--- src/sss_pkg.sv ---
// package for the sequence stack slice: offsets, field layout, resets
// assumes one register frame port and one device clock and reset
package sss_pkg;

  // ==========================================================
  // register offsets
  localparam logic [5:0] SSS_OFS_ENTRY_23 = 6'h37;
  localparam logic [5:0] SSS_OFS_ENTRY_24 = 6'h38;
  localparam logic [5:0] SSS_OFS_ENTRY_25 = 6'h39;
  localparam logic [5:0] SSS_OFS_ENTRY_26 = 6'h3A;
  // first offset of the slice; entry slots count up from here
  localparam logic [5:0] SSS_OFS_BASE = SSS_OFS_ENTRY_23;

  // ==========================================================
  // slice geometry
  localparam int SSS_ENTRIES = 4;
  localparam logic [1:0] SSS_LAST_SLOT = 2'h3;

  // ==========================================================
  // field positions within a 16-bit frame
  localparam int SSS_DIR_POS = 15;
  localparam int SSS_ADDR_LSB = 9;
  localparam int SSS_RET_POS = 8;
  localparam int SSS_CHB_LSB = 4;
  localparam int SSS_CHA_LSB = 0;

  // ==========================================================
  // reset values of the whole entries
  localparam logic [15:0] SSS_RST_ENTRY_23 = 16'h6E00;
  localparam logic [15:0] SSS_RST_ENTRY_24 = 16'h7000;
  localparam logic [15:0] SSS_RST_ENTRY_25 = 16'h7200;
  localparam logic [15:0] SSS_RST_ENTRY_26 = 16'h7400;
  // reset value of the writable low fields
  localparam logic [8:0] SSS_RST_LOW = 9'h000;

  // ==========================================================
  // one stack entry, laid out as its frame
  typedef struct packed {
    logic dir;
    logic [5:0] self_address_field;
    logic stack_return_flag;
    logic [3:0] converter_b_channel_code;
    logic [3:0] converter_a_channel_code;
  } sss_entry_type;

  // sequencer walk state
  typedef enum logic {
    SSS_IDLE = 1'b0,
    SSS_RUN = 1'b1
  } sss_state_type;

endpackage

--- src/sss_stack_slice.sv ---
// sequence stack slice: entries 23 to 26 and their sequencer step
// assumes frames arrive synchronous to ref_clk, one per strobe
//
// Contract
// - frame bit 15: zero reads, one writes
// - bits 14..9 must hold the entry's address
// - return flag clear: step to following entry
// - return flag set: jump back to first entry
// - bits 7..4 pick converter B channel
// - bits 3..0 pick converter A channel
// - entries 24..26 at 0x38..0x3A, preset addresses
// - entry 23 at 0x37 reads 0x6E00 after reset
`timescale 1ns/100ps
`default_nettype none

module sss_stack_slice (
  // clock and reset
  input wire logic ref_clk,
  input wire logic rst,
  // register frame port
  input wire logic frame_valid,
  input wire logic [15:0] frame_data,
  // read answer
  output logic rd_valid,
  output logic [15:0] rd_data,
  // sequencer control
  input wire logic seq_enter,
  input wire logic conv_done,
  // sequencer status and channel selection
  output logic seq_active,
  output logic [1:0] active_slot,
  output logic [3:0] conv_a_channel,
  output logic [3:0] conv_b_channel,
  output logic seq_return_first,
  output logic seq_next_slice
);

  // ==========================================================
  // frame decode
  sss_pkg::sss_entry_type frame; // incoming frame as fields
  sss_pkg::sss_entry_type entries [sss_pkg::SSS_ENTRIES]; // stored entries
  logic [5:0] addr_off; // frame address minus slice base
  logic in_slice; // frame address falls on this slice
  logic [1:0] hit_slot; // slot the frame addresses
  logic wr_frame; // valid write frame on this slice
  logic rd_frame; // valid read frame on this slice

  assign frame = frame_data;
  // the address field alone selects the entry
  assign addr_off = frame.self_address_field - sss_pkg::SSS_OFS_BASE;
  assign in_slice = frame_valid && (addr_off < 6'h04);
  assign hit_slot = addr_off[1:0];
  // direction bit picks write or read
  assign wr_frame = in_slice && frame.dir;
  assign rd_frame = in_slice && !frame.dir;

  // ==========================================================
  // entry registers, preset with their own address
  genvar gi;
  generate
    for (gi = 0; gi < sss_pkg::SSS_ENTRIES; gi++) begin : g_entry
      sss_entry_reg #(
        .SELF_ADDR(6'(sss_pkg::SSS_OFS_BASE + 6'(gi)))
      ) u_entry (
        .ref_clk(ref_clk),
        .rst(rst),
        .wr_en(wr_frame && (hit_slot == 2'(gi))),
        .wr_low(frame_data[8:0]),
        .entry_q(entries[gi])
      );
    end
  endgenerate

  // ==========================================================
  // read answer
  logic rd_valid_q; // answer strobe, one cycle after a read frame
  logic [15:0] rd_data_q; // answered entry

  // a read frame returns the addressed entry next cycle
  always_ff @(posedge ref_clk or posedge rst) begin
    if (rst) begin
      rd_valid_q <= 1'b0;
      rd_data_q <= 16'h0000;
    end else begin
      rd_valid_q <= rd_frame;
      rd_data_q <= rd_frame ? entries[hit_slot] : rd_data_q;
    end
  end

  assign rd_valid = rd_valid_q;
  assign rd_data = rd_data_q;

  // ==========================================================
  // sequencer walk
  sss_pkg::sss_state_type state_q, state_d; // walking or idle
  logic [1:0] slot_q, slot_d; // active entry slot
  logic ret_q, ret_d; // jump-back pulse
  logic pass_q, pass_d; // hand-on pulse to following slice
  logic step; // conversion finished on an active entry
  logic cur_ret; // return flag of the active entry

  assign step = (state_q == sss_pkg::SSS_RUN) && conv_done;
  assign cur_ret = entries[slot_q].stack_return_flag;

  // next walk state from enter and conversion completion
  always_comb begin
    state_d = state_q;
    slot_d = slot_q;
    ret_d = 1'b0;
    pass_d = 1'b0;
    case (state_q)
      sss_pkg::SSS_IDLE: begin
        // wait to be handed the walk
        if (seq_enter) begin
          state_d = sss_pkg::SSS_RUN;
          slot_d = 2'h0;
        end
      end
      sss_pkg::SSS_RUN: begin
        if (seq_enter) begin
          // restart at the slice's first entry
          slot_d = 2'h0;
        end else if (step && cur_ret) begin
          // loop closes at the first stack entry
          state_d = sss_pkg::SSS_IDLE;
          slot_d = 2'h0;
          ret_d = 1'b1;
        end else if (step && (slot_q == sss_pkg::SSS_LAST_SLOT)) begin
          // following entry lives past this slice
          state_d = sss_pkg::SSS_IDLE;
          slot_d = 2'h0;
          pass_d = 1'b1;
        end else if (step) begin
          // move to the following entry
          slot_d = slot_q + 2'h1;
        end
      end
      default: begin
        state_d = sss_pkg::SSS_IDLE;
        slot_d = 2'h0;
      end
    endcase
  end

  // walk state registers
  always_ff @(posedge ref_clk or posedge rst) begin
    if (rst) begin
      state_q <= sss_pkg::SSS_IDLE;
      slot_q <= 2'h0;
      ret_q <= 1'b0;
      pass_q <= 1'b0;
    end else begin
      state_q <= state_d;
      slot_q <= slot_d;
      ret_q <= ret_d;
      pass_q <= pass_d;
    end
  end

  // ==========================================================
  // channel selection outputs
  logic [3:0] cha_q, chb_q; // codes of the entry being executed

  // codes pass raw; their meaning follows the main select encoding
  always_ff @(posedge ref_clk or posedge rst) begin
    if (rst) begin
      cha_q <= 4'h0;
      chb_q <= 4'h0;
    end else begin
      cha_q <= entries[slot_d].converter_a_channel_code;
      chb_q <= entries[slot_d].converter_b_channel_code;
    end
  end

  assign seq_active = (state_q == sss_pkg::SSS_RUN);
  assign active_slot = slot_q;
  assign conv_a_channel = cha_q;
  assign conv_b_channel = chb_q;
  assign seq_return_first = ret_q;
  assign seq_next_slice = pass_q;
endmodule
`default_nettype wire

--- src/sss_entry_reg.sv ---
// one sequence stack entry register
// assumes the caller decodes the frame and gives a one-cycle write strobe
`timescale 1ns/100ps
`default_nettype none

module sss_entry_reg #(
  parameter logic [5:0] SELF_ADDR = 6'h37
) (
  // clock and reset
  input wire logic ref_clk,
  input wire logic rst,
  // write side
  input wire logic wr_en,
  input wire logic [8:0] wr_low,
  // stored entry
  output var sss_pkg::sss_entry_type entry_q
);

  // ==========================================================
  // storage
  logic [8:0] low_q; // return flag and both channel codes

  // low fields load on a matching write frame
  always_ff @(posedge ref_clk or posedge rst) begin
    if (rst) begin
      low_q <= sss_pkg::SSS_RST_LOW;
    end else if (wr_en) begin
      low_q <= wr_low;
    end
  end

  // read view: direction reads as read, address is the entry's own
  assign entry_q = {1'b0, SELF_ADDR, low_q};

endmodule
`default_nettype wire

--- config.mk ---
export PLATFORM = sky130hd
export DESIGN_NAME = sss_stack_slice
export DESIGN_NICKNAME = d
export VERILOG_FILES = /design/src/sss_pkg.sv /design/src/sss_stack_slice.sv /design/src/sss_entry_reg.sv
export SDC_FILE = /design/constraint.sdc
export NUM_CORES = 1
export LEC_CHECK = 0
export ABC_AREA = 1
export ABC_CLOCK_PERIOD_IN_PS = 2800
export CORE_ASPECT_RATIO = 1.5
export CORE_UTILIZATION = 32
export CTS_CLUSTER_SIZE = 16
export DETAILED_ROUTE_END_ITERATION = 8
export DONT_BUFFER_PORTS = 1
export PLACE_DENSITY = 0.54
export SYNTH_ARGS = -nofsm -noshare
export SYNTH_HDL_FRONTEND = slang
export SYNTH_SLANG_ARGS = --single-unit
export TNS_END_PERCENT = 10
--- constraint.sdc ---
create_clock -name ref_clk -period 2.8 [get_ports ref_clk]
set_input_delay 0.42 -clock ref_clk [delete_from_list [all_inputs] [get_ports ref_clk]]
set_output_delay 0.42 -clock ref_clk [all_outputs]
set_load 0.05 [all_outputs]
# Word-level counts from Yosys, hierarchy flattened
# Index checks and enable logic that the tools add are counted.
word_totals:
  in_bits: 21
  out_inout_bits: 30
  wordCells: 65
  ff_bits: 66
op_classes:
  add_sub_neg: 2
  n_reduce_logical: 12
  n_lt_le_gt_ge: 4
  muxes: 27
  bitwise: 4
  eq_ne: 4
ops:
  columns: ["operator", "count"]
  rows:
  - ["binary-select mux 16 bit (select 2 bit)", 3]
  - ["2-to-1 mux 16 bit", 2]
  - ["2-to-1 mux 9 bit", 2]
  - ["2-to-1 mux 8 bit", 2]
  - ["2-to-1 mux 1 bit", 11]
  - ["logical AND 1 bit", 10]
  - ["2-to-1 mux 2 bit", 5]
  - ["greater-or-equal comparator 3 bit (second input constant)", 3]
  - ["NOT 2 -> 3 bit", 3]
  - ["equality test 2 bit (second input constant)", 3]
  - ["less-than comparator 6 x 3 -> 1 bit (second input constant)", 1]
  - ["subtractor 6 bit (second input constant)", 1]
  - ["case mux 2 bit (2 select lines)", 1]
  - ["adder 2 x 1 -> 2 bit (second input constant)", 1]
  - ["equality test 2 x 1 -> 1 bit (second input constant)", 1]
  - ["logical NOT 2 bit", 1]
  - ["case mux 1 bit (2 select lines)", 1]
  - ["logical NOT 1 bit", 1]
  - ["NOT 1 bit", 1]

# Depth between registers and ports, before layout
# Gate-level depths: netlist of run 1.
logic_depth:
  depth_word: 12
  depth_mapped: 11

# Cells and area by module
# From an unflattened synthesis of run 1, not the netlist that was laid out.
hier_totals:
  cells_unflattened: 511
  hier_area_um2: 3779.9
modules_own_cells:
  columns: ["mod", "n_inst", "cells_each", "seq_area_each_um2", "area_each_um2"]
  rows:
  - ["sss_stack_slice", 1, 319, 750.7, 2158.3]
  - ["sss_entry_reg", 4, 48, 225.2, 405.4]

# Least setup slack after synthesis of run 1
# No wires, ideal clock.
synth_timing:
  kind: "in2reg"
  start: "input port frame_data[9]"
  end: "register rd_data_q[5] (netlist: rd_data[5])"
  t_arrival_ns: 1.810
  path_stages: 11
  slack_ns: 0.926
  path_cell_list: "buf_2 -> inv_1 -> clkbuf_1 -> ha_1 -> buf_2 -> clkinv_1 -> a21oi_1 -> o21ai_0 -> nand2_1 -> nand2_1 -> nand2_1"
synth_via:
  elab_chain_cells: 5
  word_cells_on_any_way: 8
  cone_classes: "1 x add/sub; 1 x order compare; 3 x mux; 1 x bitwise; 2 x reduce/logical"
synth_lines:
  columns: ["item", "line_no", "rtl"]
  rows:
  - ["from (decl)", "sss_stack_slice.sv:22", "input wire logic [15:0] frame_data,"]
  - ["subtractor 6 bit *", "sss_stack_slice.sv:50", "assign addr_off = frame.self_address_field - sss_pkg::SSS_OFS_BASE;"]
  - ["parallel branches: the longest is 4 deep, another holds less-than comparator 6 x 3 -> 1 bit", null, null]
  - ["to (signal assigned)", "sss_stack_slice.sv:86", "rd_data_q <= rd_frame ? entries[hit_slot] : rd_data_q;"]
  - ["to (decl)", "sss_stack_slice.sv:77", "logic [15:0] rd_data_q;"]
# Mark *: on every way between the ends. The select of a mux whose other input is x is not followed.
# A chain may end at the register's enable or synchronous reset.

# Final worst setup path of run 1
layout_timing:
  start: "register state_q (netlist: seq_active)"
  end: "register cha_q[2] (netlist: conv_a_channel[2])"
layout_via:
  elab_chain_cells: 10
  word_cells_on_any_way: 13
  cone_classes: "8 x mux; 2 x bitwise; 3 x reduce/logical"
layout_lines:
  columns: ["item", "line_no", "rtl"]
  rows:
  - ["from (decl)", "sss_stack_slice.sv:95", "sss_pkg::sss_state_type state_q, state_d;"]
  - ["from (signal assigned)", "sss_stack_slice.sv:148", "state_q <= sss_pkg::SSS_IDLE;"]
  - ["from (signal assigned)", "sss_stack_slice.sv:153", "state_q <= state_d;"]
  - ["logical AND 1 bit", "sss_stack_slice.sv:102", "assign step = (state_q == sss_pkg::SSS_RUN) && conv_done;"]
  - ["2-to-1 mux 2 bit or logical AND 1 bit (tied branches)", "sss_stack_slice.sv:133, sss_stack_slice.sv:128", null]
  - ["2-to-1 mux 2 bit", "sss_stack_slice.sv:128", "end else if (step && (slot_q == sss_pkg::SSS_LAST_SLOT)) begin"]
  - ["2-to-1 mux 2 bit", "sss_stack_slice.sv:123", "end else if (step && cur_ret) begin"]
  - ["2-to-1 mux 2 bit", "sss_stack_slice.sv:120", "if (seq_enter) begin"]
  - ["case mux 2 bit (2 select lines) *", "sss_stack_slice.sv:111", "case (state_q)"]
  - ["NOT 2 -> 3 bit (implied by the code) *", "sss_stack_slice.sv:170", "cha_q <= entries[slot_d].converter_a_channel_code;"]
  - ["binary-select mux 16 bit (select 2 bit) *", "sss_stack_slice.sv:170", null]
  - ["2-to-1 mux 8 bit * (2 in series)", null, null]
  - ["to (signal assigned)", "sss_stack_slice.sv:170", null]
  - ["to (decl)", "sss_stack_slice.sv:162", "logic [3:0] cha_q, chb_q;"]
# Every way passes the cells marked *; elsewhere a longest branch is shown, timed or not. The select of a mux whose other input is x is not followed.

==> impl_results.rst, run 1 <==
.. list-table::
   :header-rows: 1

   * - Metric
     - Value
   * - Remaining routing DRC violations
     - 2
   * - Max FO, Critical Path
     - 17
   * - Global Route met1 Usage
     - 0.183
   * - Yosys warning total
     - 0
   * - Cell taking the most area after synthesis
     - sky130_fd_sc_hd__dfrtp_1
   * - Maximum number of pins on one net before global-route repair
     - 35
   * - Routed WL per cell
     - approximately 16 um
   * - Worst min path class
     - in2async
   * - Cell types with the largest area share after synthesis
     - sky130_fd_sc_hd__dfrtp_1 49%, sky130_fd_sc_hd__nand2_1 17%, sky130_fd_sc_hd__nand3_1 9.0%, sky130_fd_sc_hd__inv_1 4.8%, sky130_fd_sc_hd__o21ai_0 3.2%
   * - Postcts setup bufs
     - 0
   * - Clock Skews
     - 0.00387 ns
   * - Max_slew headroom
     - 0.412
   * - Worst VDD drop
     - between 300 and 400 uV
   * - Sum of negative setup slack
     - 0 ns
   * - Leftover overflow at the end of global routing
     - 0
   * - Data required time at the worst endpoint
     - roughly 3.1 ns
   * - DP Wirelength
     - 6.64 mm
   * - Met2 track demand over resource
     - 0.313
   * - Achievable frequency
     - 0.479 GHz
   * - Port buffer count
     - 0
   * - First-pass GRT wire length
     - 14.1 mm
   * - Final Net Count
     - 443
   * - Root buffer cell
     - sky130_fd_sc_hd__clkbuf_16
   * - Slowest CP cell
     - sky130_fd_sc_hd__dfrtp_1
   * - Via count of the first global-routing pass
     - roughly 2,600
   * - CP dominant cell by count
     - sky130_fd_sc_hd__nand2_1
   * - Routed via count
     - about 2,700
   * - Cell Pwr Density
     - slightly below 800 nW/um2
   * - Max-slew violation count
     - 0
   * - Number of antenna violations at the first check in global routing
     - 0
   * - Overall die width
     - about 85 um
   * - Count of H-tree levels built during CTS
     - 3
   * - Cells after synthesis
     - between 400 and 500
   * - Register bit total from synthesis
     - 64
   * - Placeable core region
     - 10,100 um2
   * - Most common cell in the synthesized netlist
     - sky130_fd_sc_hd__nand2_1
   * - Fraction of layout cells with a size suffix above 1
     - 0.0903
   * - Iter 0 DRT Violations
     - ~220
   * - Final instance area
     - ~3700 um2
   * - Predominant post-synthesis flop cell
     - sky130_fd_sc_hd__dfrtp_1
   * - Unrepaired setup endpoints after global routing
     - no
   * - Worst setup path category
     - reg2reg
   * - Violated checks
     - design-rule violations
   * - Chip Height
     - between 100 and 150 um
   * - Pre-antenna DRT Iters
     - 9
   * - Hold WS
     - 0.0685 ns
   * - Sequential cell area
     - around 1600 um2
   * - Worst reg2reg path endpoint
     - conv_a_channel[2]
   * - Netlist cell types
     - 26
   * - Most Used Layer, Global Route
     - met2
   * - CTS tree
     - built
   * - Detailed Route WL
     - roughly 8.8 mm
   * - Cts-stage hold buffer count
     - 0
   * - GPL Wtd Cong
     - approximately 0.87
   * - Stage delay of the slowest cell on the critical path
     - approximately 0.66 ns
   * - Clock-pin slew on the worst setup and hold paths
     - approximately 0.050 ns
   * - Final worst-path cycle share
     - 0.746
   * - Total routing resource utilization after global routing
     - 0.176
   * - Sequential fraction of the synthesis area
     - 0.487
   * - Signal arrival time at the worst endpoint
     - roughly 2.4 ns
   * - Worst-case setup slack after placement
     - ~0.54 ns
   * - Largest delay share family, worst path
     - simple AND/OR/NAND/NOR gates
   * - Post-synthesis net count
     - approximately 450
   * - Share of Yosys cell area claimed by the top area cell type
     - 0.487
   * - Syn Area/Cell
     - around 8 um2
   * - Number of CTS-inserted buffers
     - 9
   * - Top Ports
     - between 50 and 60
   * - Final count of hold timing violations
     - 0
   * - Number of cells upsized or downsized after cts
     - 0
   * - Worst-case setup margin in the final layout
     - a little over 0.7 ns
   * - Area enclosed by the die boundary
     - 10,700 um2
   * - Vias per cell
     - between 5 and 6
   * - Starting density of the core
     - 0.326
   * - Number of enable flip-flop cells after synthesis
     - 0
   * - Multi-input gate area
     - 1400 um2
   * - Number of fill cells in the layout
     - between 1,000 and 1,500
   * - Antenna Diode Count
     - 0
   * - Static Leakage
     - 1.98 nW
   * - Max cap viols
     - 0
   * - Global-route met3 utilization
     - 0.0550
   * - Count of buffering cells on the critical path with inverters included
     - 0
   * - Cells traversed along the worst timing path
     - nand2_2, nand2_1, nand2_1, nor2_4, nand3_2, nand2_1, nand3_1, nand2_1
   * - Skew-Pair Late Insertion Delay
     - approximately 0.33 ns
   * - Share of synthesized registers carrying an async set or reset
     - 1.00
   * - Core Util, Final
     - 0.364
   * - Number of cell rows
     - 45
   * - Layout Area Growth over Synthesis
     - 11.6%
   * - Element type at the critical path end
     - flip-flop
   * - Final min period
     - around 2.1 ns
   * - # clock sinks
     - between 60 and 70
   * - Deepest clock path buffer count
     - 2
   * - Launch instance of the worst register-to-register path
     - seq_active
   * - Run status
     - complete, but fails checks
   * - Setup crit start kind
     - flip-flop
   * - Placed cell area
     - around 3400 um2
   * - Slew at the pin closest to its max-slew limit
     - between 0.8 and 0.9 ns
   * - Area of the mapped netlist
     - approximately 3300 um2
   * - Final number of setup-violating endpoints
     - 0
   * - Top cell types by occurrence after synthesis
     - 148 x sky130_fd_sc_hd__nand2_1, 64 x sky130_fd_sc_hd__dfrtp_1, 59 x sky130_fd_sc_hd__nand3_1, 42 x sky130_fd_sc_hd__inv_1, 21 x sky130_fd_sc_hd__o21ai_0
   * - Final antenna-violating net count
     - 0
   * - Setup slack of the worst register-to-register path
     - between 0.7 and 0.8 ns
   * - R2r worst-path depth
     - 8
cell type report:
cell class,count,share of cell area
inverter,44,0.0450
timing repair buffer,7,0.0177
clock buffer,11,0.0661
tap,117,0.0399
sequential,64,0.436
multi-input combinational,290,0.380
clock inverter,5,0.0153
placed cells by master, fill, tap and decap left out, types with 4 or more instances in the layout:
| cell type | netlist | final |
|---|---|---|
| sky130_fd_sc_hd__nand2_1 | 148 | 148 |
| sky130_fd_sc_hd__dfrtp_1 | 64 | 64 |
| sky130_fd_sc_hd__nand3_1 | 59 | 59 |
| sky130_fd_sc_hd__inv_1 | 42 | 41 |
| sky130_fd_sc_hd__o21ai_0 | 21 | 21 |
| sky130_fd_sc_hd__a21oi_1 | 16 | 16 |
| sky130_fd_sc_hd__nand4_1 | 16 | 16 |
| sky130_fd_sc_hd__clkbuf_16 | 0 | 9 |
| sky130_fd_sc_hd__ha_1 | 6 | 6 |
| sky130_fd_sc_hd__buf_4 | 4 | 6 |
| sky130_fd_sc_hd__nor2_1 | 5 | 5 |
| sky130_fd_sc_hd__nand2_4 | 4 | 4 |
worst max-delay path by stage:
stage / startpoint / to / slack (ns) / cells past startpoint
after detailed placement: frame_data[9] / g_entry[0].u_entry.low_q[6] / 0.54 / 8
after global routing: seq_active / conv_a_channel[3] / 0.56 / 8
final: seq_active / conv_a_channel[2] / 0.71 / 8
after floorplan: rst / active_slot[0] / 0.78 / 1
after CTS: seq_active / conv_a_channel[2] / 0.70 / 8
after global placement: frame_data[9] / g_entry[3].u_entry.low_q[1] / 0.61 / 8
power breakdown:
group	total (W)	switching, W	internal (W)
logic	0.000374	0.000251	0.000123
registers	0.00136	0.000325	0.00104
clock network	0.00112	0.000409	0.000711
total	0.00286	0.000985	0.00187
logic make-up after synthesis:
family / after synthesis / share of synthesized area
AO/OA/AOI/OAI: 38 / 0.0582
XOR/XNOR: 2 / 0.00533
adder cells (fa/ha/maj): 6 / 0.0228
buffers and inverters: 67 / 0.0890
flip-flops: 64 / 0.487
other: 1 / 0.00114
AND/OR/NAND/NOR: 243 / 0.337
state kept, by name, indices dropped and copies added, names as in the netlist:
signal	count
rd_valid	1
seq_active	1
conv_a_channel	4
rd_data	14
seq_return_first	1
g_entry.u_entry.low_q	36
seq_next_slice	1
active_slot	2
conv_b_channel	4
metrics by stage:
stage	std cells	power (W)
after floorplan	421	0.00166
after global placement	522	0.00175
after detailed placement	522	0.00176
after CTS	538	0.00288
after global routing	538	0.00298
final	538	0.00286
metal layers:
| layer | up-vias | wire (um) |
|---|---|---|
| met4 | 0 | 326 |
| met2 | 92 | 4550 |
| li1 | 1343 | - |
| met5 | - | 0 |
| met3 | 20 | 582 |
| met1 | 1260 | 3300 |
Note: power is estimated with default switching activity, not from simulation.
==> run 2: changes to the inputs <==
Settings changed: ABC_AREA 1 to 0, ABC_CLOCK_PERIOD_IN_PS 2800 to 1700, PLACE_DENSITY 0.54 to 0.55.
Clock period 2.8 ns to 1.7 ns, I/O delays scaled along.
==> impl_results.rst, run 2 <==
.. list-table::
   :header-rows: 1

   * - Metric
     - Value
   * - Starting density of the core
     - 0.332
   * - Iter 0 DRT Violations
     - 75
   * - Yosys warning total
     - 0
   * - Clock Skews
     - approximately 0.0021 ns
   * - Run status
     - finished clean
   * - Port buffer count
     - 0
   * - Maximum number of pins on one net before global-route repair
     - 65
   * - Most common cell after layout, fill and taps aside
     - sky130_fd_sc_hd__dfrtp_1
   * - Fraction of layout cells with a size suffix above 1
     - 0.473
   * - Number of CTS-inserted buffers
     - 9
   * - Signal arrival time at the worst endpoint
     - between 1.5 and 2 ns
   * - Cells after synthesis
     - ~200
   * - Max cap viols
     - 0
   * - Final instance area
     - 3590 um2
   * - Routed via count
     - around 1,700
   * - R2r worst-path depth
     - 7
   * - Vias per cell
     - 5.05
   * - Chip Height
     - between 100 and 150 um
   * - Placed cell area
     - 3270 um2
   * - Sequential fraction of the synthesis area
     - 0.540
   * - Number of fill cells in the layout
     - between 800 and 900
   * - Final count of hold timing violations
     - 0
   * - Clock-pin slew on the worst setup and hold paths
     - about 0.050 ns
   * - Area enclosed by the die boundary
     - 9660 um2
   * - Leading cell types in the layout, fill and taps excluded
     - 62 x sky130_fd_sc_hd__dfrtp_1, 42 x sky130_fd_sc_hd__mux2_2, 25 x sky130_fd_sc_hd__mux2i_1
   * - Cell Pwr Density
     - 1220 nW/um2
   * - # clock sinks
     - 64
   * - Count of buffering cells on the critical path with inverters included
     - 1
   * - DP Wirelength
     - around 4.1 mm
   * - Worst setup path category
     - reg2reg
   * - Cells traversed along the worst timing path
     - ha_4, nor2_1, a22oi_2, o21ai_2, buf_12, mux2i_1, mux2i_1
   * - Number of cells on the critical path
     - 7
   * - Post-synthesis net count
     - around 230
   * - Skew-Pair Late Insertion Delay
     - between 0.3 and 0.4 ns
   * - Number of antenna violations at the first check in global routing
     - 0
   * - Number of enable flip-flop cells after synthesis
     - 0
   * - Max FFs per register
     - 36
   * - Number of cell rows
     - 42
   * - Max-slew violation count
     - 0
   * - Antenna Diode Count
     - 0
   * - Top cell types by occurrence after synthesis
     - 64 x sky130_fd_sc_hd__dfrtp_1, 48 x sky130_fd_sc_hd__mux2_2, 27 x sky130_fd_sc_hd__mux2i_1, 9 x sky130_fd_sc_hd__mux4_2
   * - Via count of the first global-routing pass
     - ~1,800
   * - Slowest CP cell
     - sky130_fd_sc_hd__dfrtp_2
   * - Final min period
     - around 1.7 ns
   * - CTS tree
     - built
   * - Placed instance count
     - 312
   * - Final antenna-violating net count
     - 0
   * - Final Net Count
     - approximately 240
   * - Achievable frequency
     - 0.593 GHz
   * - Unrepaired setup endpoints after global routing
     - yes
   * - Final number of setup-violating endpoints
     - 0
   * - Cell count of the worst hold path
     - 2
   * - Worst min path class
     - in2reg
   * - Total routing resource utilization after global routing
     - 0.143
   * - CP dominant cell by count
     - sky130_fd_sc_hd__mux2i_1
   * - Predominant post-synthesis flop cell
     - sky130_fd_sc_hd__dfrtp_1
   * - Placeable core region
     - roughly 8900 um2
   * - Share of Yosys cell area claimed by the top area cell type
     - 0.540
   * - Register bit total from synthesis
     - 64
   * - Deepest clock path buffer count
     - 2
   * - Area of the mapped netlist
     - between 2000 and 3000 um2
   * - Data required time at the worst endpoint
     - 1.91 ns
   * - Top Ports
     - between 50 and 60
   * - Worst VDD drop
     - about 830 uV
   * - Cell types with the largest area share after synthesis
     - sky130_fd_sc_hd__dfrtp_1 54%, sky130_fd_sc_hd__mux2_2 18%, sky130_fd_sc_hd__mux2i_1 9.1%, sky130_fd_sc_hd__mux4_2 6.8%, sky130_fd_sc_hd__ha_1 2.5%
   * - Count of H-tree levels built during CTS
     - 3
   * - Remaining routing DRC violations
     - 0
   * - Netlist cell types
     - 28
   * - Pre-antenna DRT Iters
     - 5
   * - Setup crit start kind
     - flip-flop
   * - Share of synthesized registers carrying an async set or reset
     - 1.00
   * - Element type at the critical path end
     - flip-flop
   * - Routed WL per cell
     - about 19 um
   * - Fin cells
     - 330
   * - Cell taking the most area after synthesis
     - sky130_fd_sc_hd__dfrtp_1
   * - Stage delay of the slowest cell on the critical path
     - around 0.45 ns
   * - Syn Area/Cell
     - approximately 15 um2
   * - Leftover overflow at the end of global routing
     - 0
   * - Root buffer cell
     - sky130_fd_sc_hd__clkbuf_16
   * - Layout Area Growth over Synthesis
     - 21.1%
   * - Detailed Route WL
     - approximately 6.2 mm
   * - First-pass GRT wire length
     - between 9 and 10 mm
   * - Static Leakage
     - 1.67 nW
   * - Final worst-path cycle share
     - 0.991
   * - Most common cell in the synthesized netlist
     - sky130_fd_sc_hd__dfrtp_1
   * - Register name with the most flops
     - g_entry.u_entry.low_q
   * - Overall die width
     - a little over 80 um
   * - Max FO, Critical Path
     - 17
   * - GPL Wtd Cong
     - ~0.69
   * - Largest delay share family, worst path
     - flip-flops
[run 2: where the power goes]
part           total (W)  internal (W)  switching, W
clock            0.00175       0.00110      0.000651
combinational   0.000607      0.000302      0.000305
sequential       0.00203       0.00169      0.000345
[run 2: logic make-up (layout without fill, tap and decap cells)]
family / count (synthesis) / count (layout) / synth area share
AND/OR/NAND/NOR: 23 / 23 / 0.0519
flip-flops: 64 / 64 / 0.540
multiplexers: 84 / 84 / 0.342
AO/OA/AOI/OAI: 4 / 4 / 0.00802
XOR/XNOR: 2 / 2 / 0.00591
other: 1 / 1 / 0.00126
buffers and inverters: 14 / 36 / 0.0257
adder cells (fa/ha/maj): 6 / 6 / 0.0253
[run 2: what timing repair did]
item,4_1_cts,5_1_grt
hold buffers,2,0
endpoints found under the setup margin,8,8
endpoints found under the hold margin,65,0
resized for setup,2,3
setup buffers,0,0
[run 2: final cells by class]
cell class | count | area (um2) | share of cell area
Sequential cell | 64 | 1600 | 0.447
Inverter | 6 | 26.3 | 0.00732
Clock inverter | 3 | 15.0 | 0.00418
Timing Repair Buffer | 14 | 151 | 0.0422
Multi-Input combinational cell | 120 | 1390 | 0.386
Clock buffer | 13 | 270 | 0.0753
Tap cell | 110 | 138 | 0.0383
[run 2: worst register-to-register path: stages (launching register included)]
cell	delay [ns]
sky130_fd_sc_hd__dfrtp_2	0.45
sky130_fd_sc_hd__ha_4	0.18
sky130_fd_sc_hd__nor2_1	0.12
sky130_fd_sc_hd__a22oi_2	0.10
sky130_fd_sc_hd__o21ai_2	0.18
sky130_fd_sc_hd__buf_12	0.20
sky130_fd_sc_hd__mux2i_1	0.24
sky130_fd_sc_hd__mux2i_1	0.09
[run 2: per-stage QoR]
step / hold slack (ns) / power, W / setup TNS [ns] / setup slack (ns) / util
after global routing: 0.0593 / 0.00456 / -0.600 / -0.115 / 0.402
after detailed placement: 0.256 / 0.00266 / -0.381 / -0.0346 / 0.366
after floorplan: 0.326 / 0.00253 / -0.599 / -0.0791 / -
final: 0.0511 / 0.00439 / 0 / 0.0150 / 0.402
after global placement: 0.250 / 0.00264 / -0.130 / -0.0341 / 0.366
after CTS: 0.0440 / 0.00442 / -0.00387 / -0.00387 / 0.401
[run 2: worst paths after layout]
kind | endpoint | start | slack (ns)
worst max-delay path | conv_b_channel[2] | active_slot[0] | 0.02
worst min-delay path | seq_active | seq_enter | 0.05
worst max register to register | conv_b_channel[2] | active_slot[0] | 0.02
worst min register to register | rd_data[13] | rd_data[13] | 0.47
max in group asynchronous | active_slot[1] | rst | 0.91
min in group asynchronous | rd_data[1] | rst | 0.50
[run 2: routing by layer]
layer | wire (um) | vias up | track usage
met5 | 0 | - | 0
li1 | - | 746 | -
met2 | 3180 | 40 | 0.234
met4 | 135 | 0 | 0.0703
met1 | 2500 | 870 | 0.159
met3 | 399 | 11 | 0.0555
